$ cat src/hdl/map_fsm_pkg.sv
// constants, register map and state type for the principal switch map control
`default_nettype none
package map_fsm_pkg;
  localparam int unsigned NLINK     = 8;
  localparam int unsigned LINK_W    = 3;
  localparam int unsigned FLAG_W    = 8;
  // request type flag positions, one of them set per request
  localparam int unsigned F_MAP_UPD = 0;
  localparam int unsigned F_OVR_INC = 1;
  localparam int unsigned F_OVR_MAP = 2;
  localparam int unsigned F_PRINC   = 3;
  localparam int unsigned F_LINK_CH = 4;
  localparam int unsigned F_PROBLEM = 5;
  // reject reason and explanation codes, values arbitrary
  localparam logic [7:0] RSN_LOGICAL_ERROR = 8'h03;
  localparam logic [7:0] EXP_INVALID_DATA  = 8'h01;
  localparam logic [7:0] RSN_NONE          = 8'h00;
  // reply timeout: twice the error detect timeout
  localparam int unsigned CLK_MHZ                 = 125;
  localparam int unsigned ERROR_DETECT_TIMEOUT_US = 2000;
  localparam int unsigned TIMEOUT_CYCLES = 2 * ERROR_DETECT_TIMEOUT_US * CLK_MHZ;
  // apb byte offsets
  localparam logic [7:0] OFS_CTRL   = 8'h00;
  localparam logic [7:0] OFS_STATUS = 8'h04;
  localparam logic [7:0] OFS_INCARN = 8'h08;
  localparam logic [7:0] OFS_LINKF  = 8'h0c;
  localparam logic [7:0] OFS_NOTIFY = 8'h10;
  localparam logic [7:0] OFS_ISTAT  = 8'h14;
  localparam logic [7:0] OFS_IMASK  = 8'h18;
  // field positions
  localparam int unsigned LF_UPLINK  = 0;
  localparam int unsigned LF_REJECT  = 8;
  localparam int unsigned LF_TIMEOUT = 16;
  localparam int unsigned LF_PROBLEM = 24;
  localparam int unsigned ST_SUSP    = 0;
  localparam int unsigned ST_LOST    = 1;
  localparam int unsigned ST_BUSY    = 2;
  localparam int unsigned ST_VER     = 8;
  localparam int unsigned NIRQ       = 4;
  localparam int unsigned IRQ_REJECT = 0;
  localparam int unsigned IRQ_TMO    = 1;
  localparam int unsigned IRQ_RXRJT  = 2;
  localparam int unsigned IRQ_LOST   = 3;
  // reset values
  localparam logic [7:0]  RST_BYTE   = 8'h00;
  localparam logic [31:0] RST_INCARN = 32'h0000_0000;
  typedef enum logic [2:0] {
    st_idle, st_process, st_issue, st_wait, st_update, st_lost
  } state_t;
endpackage
`default_nettype wire

$ cat src/hdl/reply_timer.sv
// reply timeout counter, restarted whenever requests are sent
`timescale 1ns/1ps
`default_nettype none
module reply_timer #(
  parameter int unsigned cycles = 1
) (
  input  wire logic pclk,
  input  wire logic presetn,
  input  wire logic restart,
  output logic      expired
);
  logic [31:0] count_reg;
  logic        run_reg;

  // expired stays high until the next restart so the fsm sees it as a level
  always_ff @(posedge pclk or negedge presetn) begin
    if (!presetn) begin
      count_reg <= 32'h0000_0000;
      run_reg   <= 1'b0;
      expired   <= 1'b0;
    end else if (restart) begin
      count_reg <= 32'(cycles - 1);
      run_reg   <= 1'b1;
      expired   <= 1'b0;
    end else if (run_reg && count_reg == 32'h0000_0000) begin
      run_reg <= 1'b0;
      expired <= 1'b1;
    end else if (run_reg) begin
      count_reg <= count_reg - 32'h0000_0001;
    end
  end
endmodule // reply_timer
`default_nettype wire

$ cat src/hdl/principal_switch_map_fsm.sv
// principal switch control: request processing, map send and map status update
// Operation
// RULE1: a link-change request is accepted, the map is updated and the fsm goes to map update.
// RULE2: a problem request is accepted, the problem is marked in the map, then map update follows.
// RULE3: map-update or override requests are rejected as logical error, invalid data, back to idle.
// RULE4: a principal-update request is accepted, uplink set, incarnation adopted, requests resent.
// RULE5: after processing, a changed map leads to map update, an unchanged one back to idle.
// RULE6: the send state sends on each active downlink, or does nothing and idles without one; after a principal update the code goes to st_lost instead.
// RULE7: sent requests use the payload, incarnation and type flags prepared beforehand.
// RULE8: a reject on a link sets that link's reject-detected flag before leaving the send state.
// RULE9: a timeout on a link sets that link's timeout-detected flag before leaving the send state.
// RULE10: all accepted returns to idle; any reject or a reply timeout goes to map update; after a principal update the code goes to st_lost in each case.
// RULE11: map update applies every local or reported link change to the map.
// RULE12: map update notifies every registered node port.
// RULE13: while suspended by command the map is not redistributed and the fsm idles.
// RULE14: otherwise incarnation is incremented, map-update flag set and the send state entered.
// RULE15: each request carries exactly one type flag at the fixed bit positions.
// RULE16: idle goes to processing on a request and to map update on a local port change.
// RULE17: per-link outstanding replies and one restartable timeout are evaluated together.
`timescale 1ns/1ps
`default_nettype none
module principal_switch_map_fsm #(
  parameter int unsigned timeout_cycles = map_fsm_pkg::TIMEOUT_CYCLES
) (
  input  wire logic        pclk,
  input  wire logic        presetn,
  input  wire logic        psel,
  input  wire logic        penable,
  input  wire logic        pwrite,
  input  wire logic [7:0]  paddr,
  input  wire logic [31:0] pwdata,
  output logic [31:0]      prdata,
  output logic             pready,
  output logic             pslverr,
  input  wire logic        rx_req_valid,
  input  wire logic [7:0]  rx_req_flags,
  input  wire logic [2:0]  rx_req_link,
  input  wire logic [31:0] rx_req_incarnation,
  output logic             rx_req_ready,
  output logic             rsp_valid,
  output logic             rsp_accept,
  output logic [2:0]       rsp_link,
  output logic [7:0]       rsp_reason,
  output logic [7:0]       rsp_explain,
  output logic [7:0]       tx_req_valid,
  output logic [7:0]       tx_req_flags,
  output logic [31:0]      tx_req_incarnation,
  input  wire logic        reply_valid,
  input  wire logic [2:0]  reply_link,
  input  wire logic        reply_reject,
  input  wire logic        port_change,
  input  wire logic        suspend_map_update_cmd,
  input  wire logic        resume_map_update_cmd,
  output logic [7:0]       map_update_notify_cmd,
  output logic             irq
);
  map_fsm_pkg::state_t state_reg;
  logic [7:0]  flags_reg, link_active_reg, notify_mask_reg, downlinks;
  logic [2:0]  link_reg;
  logic [31:0] rx_inc_reg, incarnation_reg;
  logic [7:0]  uplink_reg, pend_reg, reject_det_reg, timeout_det_reg, problem_reg;
  logic [7:0]  map_version_reg;
  logic [3:0]  istat_reg, imask_reg, ev;
  logic        suspended_reg, lost_reg, change_pend_reg, any_reject_reg, expired;
  logic        one_flag, accepted, wr, hit, reply_hit;

  // exactly one defined flag set, reserved bits clear
  assign one_flag = (flags_reg[7:6] == 2'b00) && (flags_reg != 8'h00)
                    && ((flags_reg & (flags_reg - 8'h01)) == 8'h00); // see RULE15
  assign accepted = one_flag && (flags_reg[map_fsm_pkg::F_LINK_CH]
                    || flags_reg[map_fsm_pkg::F_PROBLEM] || flags_reg[map_fsm_pkg::F_PRINC]);
  assign downlinks    = link_active_reg & ~uplink_reg;
  assign reply_hit    = (state_reg == map_fsm_pkg::st_wait) && reply_valid
                        && pend_reg[reply_link];
  assign rx_req_ready = (state_reg == map_fsm_pkg::st_idle);
  assign wr           = psel && penable && pwrite;

  // main control flow
  always_ff @(posedge pclk or negedge presetn) begin
    if (!presetn) begin
      state_reg <= map_fsm_pkg::st_idle;
    end else begin
      case (state_reg)
        map_fsm_pkg::st_idle: begin
          if (rx_req_valid) begin
            state_reg <= map_fsm_pkg::st_process; // see RULE16
          end else if (change_pend_reg) begin
            state_reg <= map_fsm_pkg::st_update; // see RULE16
          end
        end
        map_fsm_pkg::st_process: begin
          if (!accepted) begin
            state_reg <= map_fsm_pkg::st_idle; // see RULE3
          end else if (flags_reg[map_fsm_pkg::F_PRINC]) begin
            state_reg <= map_fsm_pkg::st_issue; // see RULE4
          end else begin
            state_reg <= map_fsm_pkg::st_update; // see RULE1 see RULE2 see RULE5
          end
        end
        map_fsm_pkg::st_issue: begin
          if (downlinks == 8'h00) begin
            state_reg <= lost_reg ? map_fsm_pkg::st_lost : map_fsm_pkg::st_idle; // see RULE6
          end else begin
            state_reg <= map_fsm_pkg::st_wait;
          end
        end
        map_fsm_pkg::st_wait: begin
          if (pend_reg == 8'h00) begin
            if (lost_reg) begin
              state_reg <= map_fsm_pkg::st_lost;
            end else begin
              state_reg <= any_reject_reg ? map_fsm_pkg::st_update
                                          : map_fsm_pkg::st_idle; // see RULE10
            end
          end else if (expired) begin
            state_reg <= lost_reg ? map_fsm_pkg::st_lost : map_fsm_pkg::st_update; // see RULE10
          end
        end
        map_fsm_pkg::st_update: begin
          state_reg <= suspended_reg ? map_fsm_pkg::st_idle
                                     : map_fsm_pkg::st_issue; // see RULE13 see RULE14
        end
        map_fsm_pkg::st_lost: state_reg <= map_fsm_pkg::st_lost;
        default: state_reg <= map_fsm_pkg::st_idle;
      endcase
    end
  end

  // latch an incoming request; only taken while idle
  always_ff @(posedge pclk or negedge presetn) begin
    if (!presetn) begin
      flags_reg  <= map_fsm_pkg::RST_BYTE;
      link_reg   <= 3'h0;
      rx_inc_reg <= map_fsm_pkg::RST_INCARN;
    end else if (rx_req_ready && rx_req_valid) begin
      flags_reg  <= rx_req_flags;
      link_reg   <= rx_req_link;
      rx_inc_reg <= rx_req_incarnation;
    end
  end

  // accept or reject answer, one pulse per processed request
  always_ff @(posedge pclk or negedge presetn) begin
    if (!presetn) begin
      rsp_valid   <= 1'b0;
      rsp_accept  <= 1'b0;
      rsp_link    <= 3'h0;
      rsp_reason  <= map_fsm_pkg::RSN_NONE;
      rsp_explain <= map_fsm_pkg::RSN_NONE;
    end else begin
      rsp_valid   <= (state_reg == map_fsm_pkg::st_process);
      rsp_accept  <= accepted; // see RULE1 see RULE2 see RULE4
      rsp_link    <= link_reg;
      rsp_reason  <= accepted ? map_fsm_pkg::RSN_NONE : map_fsm_pkg::RSN_LOGICAL_ERROR; // see RULE3
      rsp_explain <= accepted ? map_fsm_pkg::RSN_NONE : map_fsm_pkg::EXP_INVALID_DATA;
    end
  end

  // incarnation, outgoing type flags and loss of the principal role
  always_ff @(posedge pclk or negedge presetn) begin
    if (!presetn) begin
      incarnation_reg <= map_fsm_pkg::RST_INCARN;
      tx_req_flags    <= map_fsm_pkg::RST_BYTE;
      lost_reg        <= 1'b0;
    end else if (state_reg == map_fsm_pkg::st_process && accepted
                 && flags_reg[map_fsm_pkg::F_PRINC]) begin
      incarnation_reg <= rx_inc_reg; // see RULE4
      tx_req_flags    <= 8'(1 << map_fsm_pkg::F_PRINC);
      lost_reg        <= 1'b1;
    end else if (state_reg == map_fsm_pkg::st_update && !suspended_reg) begin
      incarnation_reg <= incarnation_reg + 32'h0000_0001; // see RULE14
      tx_req_flags    <= 8'(1 << map_fsm_pkg::F_MAP_UPD);
    end
  end
  assign tx_req_incarnation = incarnation_reg; // see RULE7

  // send strobes, reject tracking and map version; notify goes with the version bump
  always_ff @(posedge pclk or negedge presetn) begin
    if (!presetn) begin
      tx_req_valid          <= 8'h00;
      any_reject_reg        <= 1'b0;
      map_version_reg       <= 8'h00;
      map_update_notify_cmd <= 8'h00;
    end else begin
      tx_req_valid <= (state_reg == map_fsm_pkg::st_issue) ? downlinks : 8'h00; // see RULE6
      if (state_reg == map_fsm_pkg::st_issue) begin
        any_reject_reg <= 1'b0;
      end else if (reply_hit && reply_reject) begin
        any_reject_reg <= 1'b1;
      end
      if (state_reg == map_fsm_pkg::st_update) begin
        map_version_reg <= map_version_reg + 8'h01; // see RULE11
      end
      map_update_notify_cmd <= (state_reg == map_fsm_pkg::st_update)
                               ? notify_mask_reg : 8'h00; // see RULE12
    end
  end

  // one timer for all links; restarted in the cycle the requests go out
  reply_timer #(.cycles(timeout_cycles)) u_timer (
    .pclk    (pclk),
    .presetn (presetn),
    .restart (state_reg == map_fsm_pkg::st_issue), // see RULE17
    .expired (expired)
  );

  // per-link descriptor flags; a hardware set wins over a software clear
  for (genvar i = 0; i < map_fsm_pkg::NLINK; i++) begin : g_link
    always_ff @(posedge pclk or negedge presetn) begin
      if (!presetn) begin
        pend_reg[i]        <= 1'b0;
        uplink_reg[i]      <= 1'b0;
        reject_det_reg[i]  <= 1'b0;
        timeout_det_reg[i] <= 1'b0;
        problem_reg[i]     <= 1'b0;
      end else begin
        if (state_reg == map_fsm_pkg::st_issue) begin
          pend_reg[i] <= downlinks[i]; // see RULE17
        end else if ((reply_hit && reply_link == i) || expired) begin
          pend_reg[i] <= 1'b0;
        end
        if (state_reg == map_fsm_pkg::st_process && accepted && flags_reg[map_fsm_pkg::F_PRINC]) begin
          uplink_reg[i] <= (link_reg == i); // see RULE4
        end
        if (reply_hit && reply_link == i && reply_reject) begin
          reject_det_reg[i] <= 1'b1; // see RULE8
        end else if (wr && hit && paddr == map_fsm_pkg::OFS_LINKF
                     && pwdata[map_fsm_pkg::LF_REJECT + i]) begin
          reject_det_reg[i] <= 1'b0;
        end
        if (state_reg == map_fsm_pkg::st_wait && expired && pend_reg[i]) begin
          timeout_det_reg[i] <= 1'b1; // see RULE9
        end else if (wr && hit && paddr == map_fsm_pkg::OFS_LINKF
                     && pwdata[map_fsm_pkg::LF_TIMEOUT + i]) begin
          timeout_det_reg[i] <= 1'b0;
        end
        if (state_reg == map_fsm_pkg::st_process && accepted
            && flags_reg[map_fsm_pkg::F_PROBLEM] && link_reg == i) begin
          problem_reg[i] <= 1'b1; // see RULE2
        end else if (wr && hit && paddr == map_fsm_pkg::OFS_LINKF
                     && pwdata[map_fsm_pkg::LF_PROBLEM + i]) begin
          problem_reg[i] <= 1'b0;
        end
      end
    end
  end

  // suspend and resume; resume wins when both arrive together
  always_ff @(posedge pclk or negedge presetn) begin
    if (!presetn) begin
      suspended_reg <= 1'b0;
    end else if (resume_map_update_cmd) begin
      suspended_reg <= 1'b0;
    end else if (suspend_map_update_cmd) begin
      suspended_reg <= 1'b1; // see RULE13
    end
  end

  // local port change waits in a pending bit so it is not lost while busy
  always_ff @(posedge pclk or negedge presetn) begin
    if (!presetn) begin
      change_pend_reg <= 1'b0;
    end else if (port_change) begin
      change_pend_reg <= 1'b1;
    end else if (state_reg == map_fsm_pkg::st_update) begin
      change_pend_reg <= 1'b0; // see RULE11
    end
  end

  // interrupt events, sticky, write one to clear, set wins
  assign ev[map_fsm_pkg::IRQ_REJECT] = reply_hit && reply_reject;
  assign ev[map_fsm_pkg::IRQ_TMO]    = (state_reg == map_fsm_pkg::st_wait) && expired
                                       && (pend_reg != 8'h00);
  assign ev[map_fsm_pkg::IRQ_RXRJT]  = (state_reg == map_fsm_pkg::st_process) && !accepted;
  assign ev[map_fsm_pkg::IRQ_LOST]   = (state_reg == map_fsm_pkg::st_process) && accepted
                                       && flags_reg[map_fsm_pkg::F_PRINC];
  assign irq = |(istat_reg & imask_reg);

  // apb slave: zero wait states, unmapped offsets answer with pslverr
  assign hit = (paddr == map_fsm_pkg::OFS_CTRL) || (paddr == map_fsm_pkg::OFS_STATUS)
            || (paddr == map_fsm_pkg::OFS_INCARN) || (paddr == map_fsm_pkg::OFS_LINKF)
            || (paddr == map_fsm_pkg::OFS_NOTIFY) || (paddr == map_fsm_pkg::OFS_ISTAT)
            || (paddr == map_fsm_pkg::OFS_IMASK);
  assign pready  = 1'b1;
  assign pslverr = psel && penable && !hit;

  always_ff @(posedge pclk or negedge presetn) begin
    if (!presetn) begin
      link_active_reg <= map_fsm_pkg::RST_BYTE;
      notify_mask_reg <= map_fsm_pkg::RST_BYTE;
      imask_reg       <= 4'h0;
      istat_reg       <= 4'h0;
    end else begin
      if (wr && paddr == map_fsm_pkg::OFS_CTRL) begin
        link_active_reg <= pwdata[7:0];
      end
      if (wr && paddr == map_fsm_pkg::OFS_NOTIFY) begin
        notify_mask_reg <= pwdata[7:0];
      end
      if (wr && paddr == map_fsm_pkg::OFS_IMASK) begin
        imask_reg <= pwdata[3:0];
      end
      istat_reg <= (istat_reg & ~((wr && paddr == map_fsm_pkg::OFS_ISTAT) ? pwdata[3:0] : 4'h0))
                   | ev;
    end
  end

  // read data captured in the setup cycle, valid through the access cycle
  always_ff @(posedge pclk or negedge presetn) begin
    if (!presetn) begin
      prdata <= 32'h0000_0000;
    end else if (psel && !penable && !pwrite) begin
      case (paddr)
        map_fsm_pkg::OFS_CTRL:   prdata <= {24'h000000, link_active_reg};
        map_fsm_pkg::OFS_STATUS: prdata <= {16'h0000, map_version_reg, 5'h00,
                                   state_reg != map_fsm_pkg::st_idle, lost_reg, suspended_reg};
        map_fsm_pkg::OFS_INCARN: prdata <= incarnation_reg;
        map_fsm_pkg::OFS_LINKF:  prdata <= {problem_reg, timeout_det_reg, reject_det_reg,
                                   uplink_reg};
        map_fsm_pkg::OFS_NOTIFY: prdata <= {24'h000000, notify_mask_reg};
        map_fsm_pkg::OFS_ISTAT:  prdata <= {28'h0000000, istat_reg};
        map_fsm_pkg::OFS_IMASK:  prdata <= {28'h0000000, imask_reg};
        default:                 prdata <= 32'h0000_0000;
      endcase
    end
  end
endmodule // principal_switch_map_fsm
`default_nettype wire

$ cat config.mk
export PLATFORM = sky130hd
export DESIGN_NAME = principal_switch_map_fsm
export DESIGN_NICKNAME = d
export VERILOG_FILES = /design/src/hdl/map_fsm_pkg.sv /design/src/hdl/reply_timer.sv /design/src/hdl/principal_switch_map_fsm.sv
export SDC_FILE = /design/constraint.sdc
export NUM_CORES = 1
export LEC_CHECK = 0
export BUFFER_PORTS_ARGS = -buffer_cell sky130_fd_sc_hd__buf_2
export CAP_MARGIN = 20
export CORE_MARGIN = 2
export CORE_UTILIZATION = 56
export DETAILED_ROUTE_END_ITERATION = 6
export PLACE_DENSITY_LB_ADDON = 0.2
export RECOVER_POWER = 100
export SLEW_MARGIN = 20
export SYNTH_ARGS = -nofsm -noshare
export SYNTH_HDL_FRONTEND = slang
export SYNTH_SLANG_ARGS = --single-unit
$ cat constraint.sdc
create_clock -name pclk -period 5.8 [get_ports pclk]
set_input_delay 0.29 -clock pclk [delete_from_list [all_inputs] [get_ports pclk]]
set_output_delay 0.29 -clock pclk [all_outputs]
set_load 0.01 [all_outputs]
Yosys cells after proc, flatten, opt, wreduce, memory -nomap -nowiden:

Index checks and enable logic that the tools add are counted.

* register bits: 252
* input bits: 97
* output and inout bits: 113
* logic and storage cells: 364

* $add $sub $neg: 4
* magnitude comparators: 1
* equality and inequality tests: 28
* muxes and demuxes: 102
* bitwise logic cells: 7
* reductions and logical operators: 156

Operators by type and width (number)
* $pmux 32 s7: 1
* $mux 32: 5
* $logic_and 1x1->1: 82
* $mux 1: 77
* $reduce_bool 2->1: 38
* $add 32x1->32 const B: 1
* $logic_not 32->1: 1
* $logic_not 8->1: 4
* $mux 8: 4
* $sub 32x1->32 const B: 1
* $eq 3x3->1 const B: 10
* $mux 3: 10
* $eq 8x5->1 const B: 3
* $eq 3x2->1 const B: 6
* $pmux 3 s6: 1
* $and 8x8->8: 2
* $eq 8x4->1 const B: 2
* $logic_or 1x1->1: 16
* $reduce_bool 8->1: 2
* $eq 3x1->1 const B: 3
* $logic_not 3->1: 3
* $add 8x1->8 const B: 1
* $and 4x4->4: 2
* $eq 8x3->1 const B: 1
* other kinds (15): 22

Longest topological paths before layout:

Gate-level depths: netlist (run 1).

* word-level depth: 12
* mapped depth: 9
* mapped depth without buffers: 7

By module:

Synthesis (run 1) repeated with hierarchy kept, for this count alone.

* cell total of the unflattened synthesis: 1106
* area, all modules: 11678.7 um^2

Modules (own cells, without submodules)
* principal_switch_map_fsm: times used 1, cells an instance 909, area each 9775.6 um^2
* reply_timer: times used 1, cells an instance 197, area each 1903.1 um^2

Least setup slack after synthesis (run 1):

No wires, ideal clock.

* kind: reg2reg
* start: reg u_timer.count_reg[4]
* end: reg u_timer.count_reg[25]
* setup time: 78 ps
* arrival time: 2417 ps
* path slack: 3305 ps
* cell stages (with the launch flop): 8
* buffers on the path: 2
* clock period less this slack: 2495 ps
* cells stage by stage: dfrtp_1 -> or4_1 -> buf_2 -> or2_4 -> or4b_1 -> buf_2 -> or4_1 -> a21oi_1

* longest elaborated chain between the ends: 4

RTL lines
* start, declared: line reply_timer.sv:12 `logic [31:0] count_reg;`
* start signal, assigned: line reply_timer.sv:22 `count_reg <= 32'(cycles - 1);`
* start signal, assigned: line reply_timer.sv:29 `count_reg <= count_reg - 32'h0000_0001;`
* $sub 32x1->32 or $logic_not 32->1 (tied branches): line reply_timer.sv:29, reply_timer.sv:25
* $mux 32 or $logic_and 1x1->1 (tied branches): line reply_timer.sv:28, reply_timer.sv:25
* $mux 32 or $ne 2x1->1 (tied branches)
* $mux 32 or $reduce_and 2->1 (tied branches)

Parallel ways exist; a longest one is shown, timed or not. The select of a mux whose other input is x is not followed.
A chain may end at the register's enable or synchronous reset.

Worst setup path in the final report (run 1):

* start: reg state_reg[0]
* end: reg incarnation_reg[24] (netlist: tx_req_incarnation[24])

* longest elaborated chain between the ends: 4

RTL lines
* start, declared: line principal_switch_map_fsm.sv:57 `map_fsm_pkg::state_t state_reg;`
* start signal, assigned: line principal_switch_map_fsm.sv:81 `state_reg <= map_fsm_pkg::st_idle;`
* start signal, assigned: line principal_switch_map_fsm.sv:86 `state_reg <= map_fsm_pkg::st_process;`
* start signal, assigned: line principal_switch_map_fsm.sv:88 `state_reg <= map_fsm_pkg::st_update;`
* $eq 3x1->1: line principal_switch_map_fsm.sv:165 `end else if (state_reg == map_fsm_pkg::st_process && accepted`
* $logic_and 1x1->1: line principal_switch_map_fsm.sv:165
* $logic_and 1x1->1: line principal_switch_map_fsm.sv:166 `&& flags_reg[map_fsm_pkg::F_PRINC]) begin`
* $mux 32 or $reduce_bool 2->1 (tied branches)
* end signal, assigned: line principal_switch_map_fsm.sv:162 `incarnation_reg <= map_fsm_pkg::RST_INCARN;`
* end signal, assigned: line principal_switch_map_fsm.sv:167 `incarnation_reg <= rx_inc_reg;`
* end signal, assigned: line principal_switch_map_fsm.sv:171 `incarnation_reg <= incarnation_reg + 32'h0000_0001;`
* end, declared: line principal_switch_map_fsm.sv:60 `logic [31:0] rx_inc_reg, incarnation_reg;`

Parallel ways exist; a longest one is shown, timed or not.

==> impl_metrics.tcl, run 1 <==
set metrics [dict create \
    ys_seq_area_frac 0.536 \
    slowest_stage "and4_1" \
    reg2reg_setup_slack_ps 1820 \
    ioPinCount 210 \
    wl_per_cell_um 20.0 \
    syn_area_per_cell_um2 10.5 \
    cts_buffers 26 \
    crit_family "simple AND/OR/NAND/NOR gates" \
    clk_latency_ps 540 \
    area_growth_pct 19.6 \
    path_buf_inv 0 \
    drtIter0Drc 734 \
    final_nets 1384 \
    async_reset_ff_frac 1.00 \
    pwr-share-comb 0.045 \
    fmax_mhz 251 \
    io_buffers 189 \
    hold_slack_ps 4.92 \
    hold-path-endpoint "rx_inc_reg[5]" \
    p_per_area_mw_per_mm2 269 \
    vias 9487 \
    p_leak_nw 6.35 \
    dr.pass1.iters 6 \
    seqPwrFrac 0.473 \
    pre_cts_ws_ps 2520 \
    crit_chain "nor3b_1 -> and4_1 -> nor2_1 -> o21ai_0 -> o311ai_0" \
    cts_tree "yes" \
    skew_ps 19.8 \
    synth_seq_cells 244 \
    reg2regPathDepth 5 \
    synth_area_leaders "dfrtp_1 54%, mux2_2 6.4%, nand2_1 4.6%" \
    crit_path_start_kind "register" \
    initial_core_util 0.566 \
    grt_antenna_before_repair 4 \
    finalWorstSetupSlack_ps 1820 \
    grt_max_degree 127 \
    die_w_um 147 \
    dpl.hpwl_um 21900 \
    place_congestion 0.901 \
    fp.dieH_um 147 \
    finalSetupViolCount 0 \
    cell_internal_pwr_mw 2.89 \
    cts_buffer_depth 3 \
    rsz0062_at_grt "no" \
    worst_slew_pin_slew_ps 3000 \
    synth_top_cell_by_area "dfrtp_1" \
    synth_edf_count 0 \
    antenna_left 0 \
    wirelength_um 31500 \
    syn_inst 1087 \
    worstSetupPathType "reg -> reg" \
    switching_share 0.213 \
    slew_viol_final 223 \
    cap_viol_max_count 3 \
    maxSlewHeadroom -0.997 \
    grt_pass1_vias 9066 \
    critPathRequiredTime_ps 6170 \
    synth_ff_type "dfrtp_1" \
    cts_root_buf "clkbuf_16" \
    rr_startpoint "state_reg[0]" \
    fin_crit_ps 3980 \
    hp-start "rx_req_incarnation[5]" \
    critPathArrivalTime_ps 4360 \
    grt_overflow_total 0 \
    final_layout_size_suffix_gt1_frac 0.172 \
    power_switching_uw 781 \
    rows 52 \
    num-fill-cells 1523 \
    path_clk_slew_ps 60 \
    crit_path_max_incr_delay_ps 1530 \
    hold_path_class "in -> reg" \
    clock_power_share 0.482 \
    yosys.area.top_type_share 0.536 \
    rr_endpoint "tx_req_incarnation[24]" \
    period_share 0.686 \
    htreeDepth 1 \
    hold_viol 0 \
    drt-vias-per-instance 6.02 \
    outcome "finished with violations" \
    die-area_mm2 0.0215 \
    cts_sinks 244 \
    final.setup.tns_ps 0 \
    drc_errors 0 \
    cp_max_fo 57 \
    coreArea_mm2 0.0201 \
    most-common-layout-cells "244 x dfrtp_1, 140 x nand2_1, 102 x clkbuf_1" \
    grt_pass1_wl_um 49600 \
    hold_depth 2 \
    ir_worst_vdd_v 0.000229 \
    ys.warnings.count 0 \
    critPathCaptureType "register" \
    yosysUniqueCellTypes 65 \
    violations "max-capacitance violations, max-slew violations" \
    grt_util_all_layers 0.289 \
    layout_commonest_cell "dfrtp_1" \
    synth_area_mm2 0.0114 \
]
==> cell type report <==
cell class | instances | area, um2 | area share
antenna | 5 | 12.5 | 0.000919
clock buffer | 38 | 777 | 0.0571
clock inverter | 7 | 138 | 0.0101
inverter | 12 | 45.0 | 0.00331
multi-input combinational | 765 | 4930 | 0.362
sequential | 244 | 6110 | 0.448
tap | 270 | 338 | 0.0248
timing repair buffer | 235 | 1280 | 0.0938
==> per-layer routing <==
| metal | vias to the layer above | part of all wire | global-route usage |
|---|---|---|---|
| met2 | 418 | 0.47 | 0.455 |
| met1 | 4666 | 0.42 | 0.407 |
| met5 | - | 0 | 0 |
| met3 | 82 | 0.080 | 0.0531 |
| li1 | 4321 | - | - |
| met4 | 0 | 0.035 | 0.103 |
==> cells in the mapped netlist, types with 3 or more instances <==
cell / n
o41ai_1: 3
dfrtp_1: 244
nor3_1: 17
mux4_2: 4
or4_1: 16
a22oi_1: 24
or3_1: 19
nor2_1: 56
a221o_1: 4
o21ai_0: 70
a21oi_1: 28
a21o_1: 7
xor2_1: 19
and4_1: 6
a22o_1: 10
nor2b_1: 8
o211ai_1: 7
ha_1: 3
or3b_2: 3
nor3b_1: 6
nand4_1: 18
and2_1: 10
clkbuf_1: 53
nand2_1: 140
a221oi_1: 9
mux2_2: 65
and3_1: 26
mux2i_1: 9
or2_2: 4
inv_1: 12
o311ai_0: 3
nor4b_1: 3
a222oi_1: 5
xnor2_1: 13
buf_4: 22
nand2b_1: 17
nand3_1: 27
nor4_1: 17
o31ai_1: 20
a31oi_1: 12
nand3b_1: 7
buf_1: 7
a31o_2: 4
==> stage by stage <==
step,utilization,power (mW),cells,instance area (um2)
6_report,0.677,3.67,1576,13600
4_1_cts,0.683,3.69,1570,13700
3_3_place_gp,0.618,1.91,1486,12400
2_1_floorplan,-,1.82,1105,11500
5_1_grt,0.677,3.77,1571,13600
3_5_place_dp,0.618,1.91,1486,12400
==> timing repair <==
action	4_1_cts	5_1_grt
hold buffers	39	1
buffers inserted	0	0
resized for setup	0	0
hold endpoints to repair	155	1
==> how the worst max path moves through the flow <==
stage	startpoint	end	slack, ps	cells past startpoint
after floorplan	u_timer.count_reg[4]	u_timer.count_reg[25]	3310	7
after global placement	state_reg[0]	tx_req_incarnation[24]	2770	5
after detailed placement	state_reg[0]	tx_req_incarnation[24]	2520	5
after CTS	state_reg[0]	tx_req_incarnation[24]	2520	5
after global routing	state_reg[0]	tx_req_incarnation[24]	1470	5
final	state_reg[0]	tx_req_incarnation[24]	1820	5
==> cells by family after synthesis <==
family,count (synthesis),share of synthesized area
compound gates,222,0.130
xor+xnor,32,0.0246
fa+ha+maj,3,0.00330
buf+inv,96,0.0391
flops,244,0.536
mux,78,0.0801
other cells,2,0.000659
simple gates,410,0.186
==> worst register-to-register path: cells and delay by family (launching register included) <==
| family | cells | cell delay, ps |
|---|---|---|
| AO/OA/AOI/OAI | 2 | 490 |
| AND/OR/NAND/NOR | 3 | 2740 |
| flip-flops | 1 | 620 |
==> power by group through the flow <==
stage          sequential [mW]  combinational (mW)  clock, mW
2_1_floorplan             1.77              0.0515          0
3_3_place_gp              1.76               0.147          0
3_5_place_dp              1.76               0.149          0
4_1_cts                   1.73               0.171       1.78
5_1_grt                   1.74               0.184       1.86
6_report                  1.73               0.165       1.77
No activity file was read; power rests on OpenSTA's default activity.
==> run 2, diff against run 1 <==
--- a/config.mk
+++ b/config.mk
@@ -8,7 +8,7 @@
 export BUFFER_PORTS_ARGS = -buffer_cell sky130_fd_sc_hd__buf_2
 export CAP_MARGIN = 20
 export CORE_MARGIN = 2
-export CORE_UTILIZATION = 56
+export CORE_UTILIZATION = 51
 export DETAILED_ROUTE_END_ITERATION = 6
 export PLACE_DENSITY_LB_ADDON = 0.2
 export RECOVER_POWER = 100
==> constraint.sdc (replaced) <==
create_clock -name pclk -period 3.4 [get_ports pclk]
set_input_delay 0.17 -clock pclk [delete_from_list [all_inputs] [get_ports pclk]]
set_output_delay 0.17 -clock pclk [all_outputs]
set_load 0.01 [all_outputs]
==> run 2 against run 1 <==
Effect of this change: the flow still finishes with violations (max-capacitance violations, max-slew violations); count of clock-buffer cells in the layout is 2 higher; sequential cell count stayed put; hold slack better by 36 ps; register-to-register slack worse by 1300 ps; via count is 1.6% higher; global-route usage is 1.7 points lower; combinational power is 95% higher; largest power group is now registers.
==> impl_metrics.tcl, run 2 (same netlist as run 1, synthesis figures left out) <==
set metrics [dict create \
    stdcell_area_mm2 0.0141 \
    ir_worst_vdd_v 0.000288 \
    num-fill-cells 1828 \
    drc_errors 0 \
    dr.pass1.iters 5 \
    grt_util_all_layers 0.272 \
    worst_slew_pin_slew_ps 2390 \
    wirelength_um 32600 \
    cts_buffer_depth 3 \
    final_util 0.642 \
    antenna_left 0 \
    htreeDepth 1 \
    grt_pass1_wl_um 51300 \
    grt_max_degree 94 \
    cts_tree "yes" \
    grt_antenna_before_repair 1 \
    io_buffers 189 \
    clk_latency_ps 520 \
    cts_sinks 244 \
    coreArea_mm2 0.0219 \
    violations "max-capacitance violations, max-slew violations" \
    maxSlewHeadroom -0.592 \
    rows 54 \
    finalWorstSetupSlack_ps 551 \
    worstSetupPathType "reg -> reg" \
    grt_pass1_vias 9306 \
    fp.dieH_um 153 \
    place_area_mm2 0.0126 \
    slew_viol_final 93 \
    cts_buffers 27 \
    hold_viol 0 \
    fin_crit_ps 2850 \
    critPathRequiredTime_ps 3800 \
    p_leak_nw 6.56 \
    cap_viol_max_count 1 \
    path_clk_slew_ps 60 \
    cts_root_buf "clkbuf_16" \
    die-area_mm2 0.0235 \
    place_congestion 0.875 \
    critPathArrivalTime_ps 3250 \
    period_share 0.838 \
    finalSetupViolCount 0 \
    die_w_um 153 \
    ioPinCount 210 \
    rsz0062_at_grt "no" \
    critPathCaptureType "register" \
    skew_ps 6.42 \
    grt_overflow_total 0 \
    reg2regPathDepth 4 \
    initial_core_util 0.520 \
    p_per_area_mw_per_mm2 428 \
    vias 9640 \
    dpl.hpwl_um 22900 \
    most-common-layout-cells "244 x dfrtp_1, 140 x nand2_1, 110 x clkbuf_1" \
    outcome "finished with violations" \
    final_nets 1443 \
    area_growth_pct 23.4 \
    fmax_mhz 351 \
    crit_chain "nor3_1 -> and2_0 -> clkbuf_1 -> mux2_2" \
    drtIter0Drc 810 \
    pre_cts_ws_ps 761 \
    slowest_stage "clkbuf_1" \
    hold_path_class "in -> reg" \
    hold_depth 3 \
    crit_path_start_kind "register" \
    cp_max_fo 20 \
    layout_commonest_cell "dfrtp_1" \
    drt-vias-per-instance 5.87 \
    wl_per_cell_um 19.8 \
    final_layout_size_suffix_gt1_frac 0.170 \
    crit_path_max_incr_delay_ps 820 \
    final.setup.tns_ps 0 \
]
-- run 2: path summary, 6_finish.rpt --
path | endpoint | start | slack (ps)
hold / removal | state_reg[0] | rx_req_valid | 40
max in group asynchronous | prdata[24] | presetn | 980
min in group asynchronous | reject_det_reg[4] | presetn | 930
setup reg to reg | flags_reg[0] | state_reg[2] | 550
setup / recovery | flags_reg[0] | state_reg[2] | 550
hold reg to reg | map_version_reg[7] | map_version_reg[7] | 470
-- run 2: final cells by class --
type | instances | area, um2 | share of cell area
diodes | 2 | 5.00 | 0.000356
clock buffers | 40 | 785 | 0.0558
clock inverters | 7 | 38.8 | 0.00276
inverters | 12 | 45.0 | 0.00321
multi-input cells | 765 | 4910 | 0.350
flip-flops and latches | 244 | 6110 | 0.435
well taps | 280 | 350 | 0.0249
repair buffers | 293 | 1810 | 0.129
-- run 2: per-layer routing --
layer	vias to the layer above	routed length [um]	global-route usage
li1	4448	-	-
met1	4701	13800	0.385
met2	399	15300	0.432
met3	92	2240	0.0377
met4	0	1330	0.0996
met5	-	0	0
-- run 2: timing repair --
action / CTS / global route
setup buffers: 0 / 0
hold endpoints to repair: 181 / 0
hold buffers: 84 / 0
resized for setup: 0 / 0
-- run 2: power breakdown --
part / internal [mW] / switching, mW
sequential: 2.94 / 0.0239
combinational: 0.145 / 0.176
clock: 1.58 / 1.14
-- run 2: critical path, delay by kind of cell, from the launching register on --
kind / cells / cell delay, ps
flops: 1 / 570
simple gates: 2 / 920
mux: 1 / 420
buf+inv: 1 / 820
-- run 2: per-stage QoR --
step                power, mW  hold slack (ps)  instances
global route             6.21             72.5       1641
floorplan                3.11             -126       1105
finish                   6.01             41.0       1643
CTS                      6.06             20.4       1641
global placement         3.27              253       1510
detailed placement       3.27              257       1510
==> run 3, diff against run 2 <==
--- a/config.mk
+++ b/config.mk
@@ -8,7 +8,7 @@
 export BUFFER_PORTS_ARGS = -buffer_cell sky130_fd_sc_hd__buf_2
 export CAP_MARGIN = 20
 export CORE_MARGIN = 2
-export CORE_UTILIZATION = 51
+export CORE_UTILIZATION = 56
 export DETAILED_ROUTE_END_ITERATION = 6
 export PLACE_DENSITY_LB_ADDON = 0.2
 export RECOVER_POWER = 100
==> constraint.sdc (replaced) <==
create_clock -name pclk -period 2.9 [get_ports pclk]
set_input_delay 0.145 -clock pclk [delete_from_list [all_inputs] [get_ports pclk]]
set_output_delay 0.145 -clock pclk [all_outputs]
set_load 0.01 [all_outputs]
==> run 3 against run 2 <==
Effect of this change: cell count is essentially flat; power rose by 18%; first-iteration DRC count shrank 4.9%; clock power is 19% higher; count of clock-buffer cells in the layout shrank 3; sequential cell count stayed put; maximum frequency increased by 6.1%; critical path depth rose by 1; largest power group unchanged; the flow still finishes with violations (max-capacitance violations, max-slew violations); sequential power up 17%; routed wire length shrank 1.2%; hold slack lost 11 ps; critical path type unchanged; design area increased by 0.77%.
==> impl_metrics.tcl, run 3 (same netlist as run 1, synthesis figures left out) <==
set metrics [dict create \
    outcome "finished with violations" \
    violations "max-capacitance violations, max-slew violations" \
    htreeDepth 1 \
    layout.cells.non_filler 1644 \
    clk_latency_ps 530 \
    p_per_area_mw_per_mm2 501 \
    cts_sinks 244 \
    drtIter0Drc 770 \
    rsz0062_at_grt "no" \
    coreArea_mm2 0.0201 \
    vias 9746 \
    num-fill-cells 1534 \
    cts_buffer_depth 3 \
    ioPinCount 210 \
    fmax_mhz 372 \
    crit_path_frequent_cell "or4_1" \
    critPathCaptureType "register" \
    cts_root_buf "clkbuf_16" \
    fin_crit_ps 2690 \
    grt_util_all_layers 0.294 \
    ctsResizeCount 0 \
    dr.pass1.iters 5 \
    die_w_um 147 \
    most-common-layout-cells "244 x dfrtp_1, 140 x nand2_1, 112 x clkbuf_1" \
    grt_max_degree 91 \
    dpl.hpwl_um 22200 \
    cts_tree "yes" \
    cts_hold_buffers 85 \
    layout_commonest_cell "dfrtp_1" \
    worstSetupPathType "reg -> reg" \
    cell_internal_pwr_mw 5.56 \
    grt_pass1_wl_um 50300 \
    final_layout_size_suffix_gt1_frac 0.172 \
    crit_path_start_kind "register" \
    cts_setup_buffers 0 \
    period_share 0.926 \
    wirelength_um 32200 \
    grt_antenna_before_repair 2 \
    critPathArrivalTime_ps 3140 \
    clock_power_share 0.457 \
    place_congestion 0.891 \
    grt_pass1_vias 9442 \
    antenna_left 0 \
    total_power_mw 7.10 \
    final_nets 1456 \
    wl_per_cell_um 19.6 \
    crit_chain "or4_1 -> or2_0 -> or4b_1 -> or4_1 -> a21oi_1" \
    place_area_mm2 0.0127 \
    initial_core_util 0.566 \
    stdcell_area_mm2 0.0142 \
    slew_viol_final 89 \
    maxSlewHeadroom -0.552 \
    grt_overflow_total 0 \
    power_switching_mw 1.54 \
    seqPwrFrac 0.489 \
    switching_share 0.217 \
    ir_worst_vdd_v 0.000542 \
    rows 52 \
    hold_viol 0 \
    worst_slew_pin_slew_ps 2330 \
    area_growth_pct 24.3 \
    dp.cells 1513 \
    p_leak_nw 6.61 \
    skew_ps 8.10 \
    path_clk_slew_ps 60 \
    io_buffers 189 \
    final_util 0.704 \
    die-area_mm2 0.0215 \
    hold_path_class "in -> reg" \
    final.setup.tns_ps 0 \
    pwr-share-comb 0.054 \
    crit_family "simple AND/OR/NAND/NOR gates" \
    cap_viol_max_count 1 \
    cts_buffers 26 \
    drc_errors 0 \
    drt-vias-per-instance 5.93 \
    critPathRequiredTime_ps 3350 \
    finalSetupViolCount 0 \
    path_buf_inv 0 \
    fp.dieH_um 147 \
    crit_path_max_incr_delay_ps 690 \
    slowest_stage "or4b_1" \
    cp_max_fo 7 \
]
## run 3: area by class of cell
type                            instances  area, um2  area share
Multi-Input combinational cell        765       4910       0.347
Inverter                               12       45.0     0.00318
Clock buffer                           37        743      0.0525
Tap cell                              270        338      0.0239
Sequential cell                       244       6110       0.431
Timing Repair Buffer                  307       1930       0.136
Clock inverter                          5       77.6     0.00548
Antenna cell                            4       10.0    0.000707
## run 3: power groups by stage
stage / combinational [mW] / clock, mW / sequential [mW]
global route: 0.417 / 3.43 / 3.47
global placement: 0.298 / 0 / 3.53
finish: 0.382 / 3.24 / 3.47
CTS: 0.388 / 3.27 / 3.47
floorplan: 0.103 / 0 / 3.54
detailed placement: 0.303 / 0 / 3.53
## run 3: stage by stage
stage	setup slack (ps)	hold WS, ps
5_1_grt	73.8	29.9
3_5_place_dp	286	206
6_report	215	29.8
2_1_floorplan	405	-151
3_3_place_gp	325	207
4_1_cts	240	6.53
## run 3: final timing paths
kind	from	to	slack, ps	cells past startpoint
setup / recovery	u_timer.count_reg[4]	u_timer.count_reg[25]	210	5
hold / removal	penable	prdata[29]	30	4
setup reg to reg	u_timer.count_reg[4]	u_timer.count_reg[25]	210	5
hold reg to reg	rx_inc_reg[23]	tx_req_incarnation[23]	470	1
max in group asynchronous	presetn	u_timer.count_reg[3]	500	3
min in group asynchronous	presetn	tx_req_valid[6]	840	2
## run 3: worst register-to-register path: cells and delay by family, from the launching register on
| kind | cells | cell delay (ps) |
|---|---|---|
| AND/OR/NAND/NOR | 4 | 2050 |
| flip-flops | 1 | 410 |
| AO/OA/AOI/OAI | 1 | 160 |
## run 3: metal layers
metal	wire length (um)	track usage
met5	13	0
met3	2170	0.0491
met4	1010	0.105
met2	15500	0.478
met1	13500	0.403
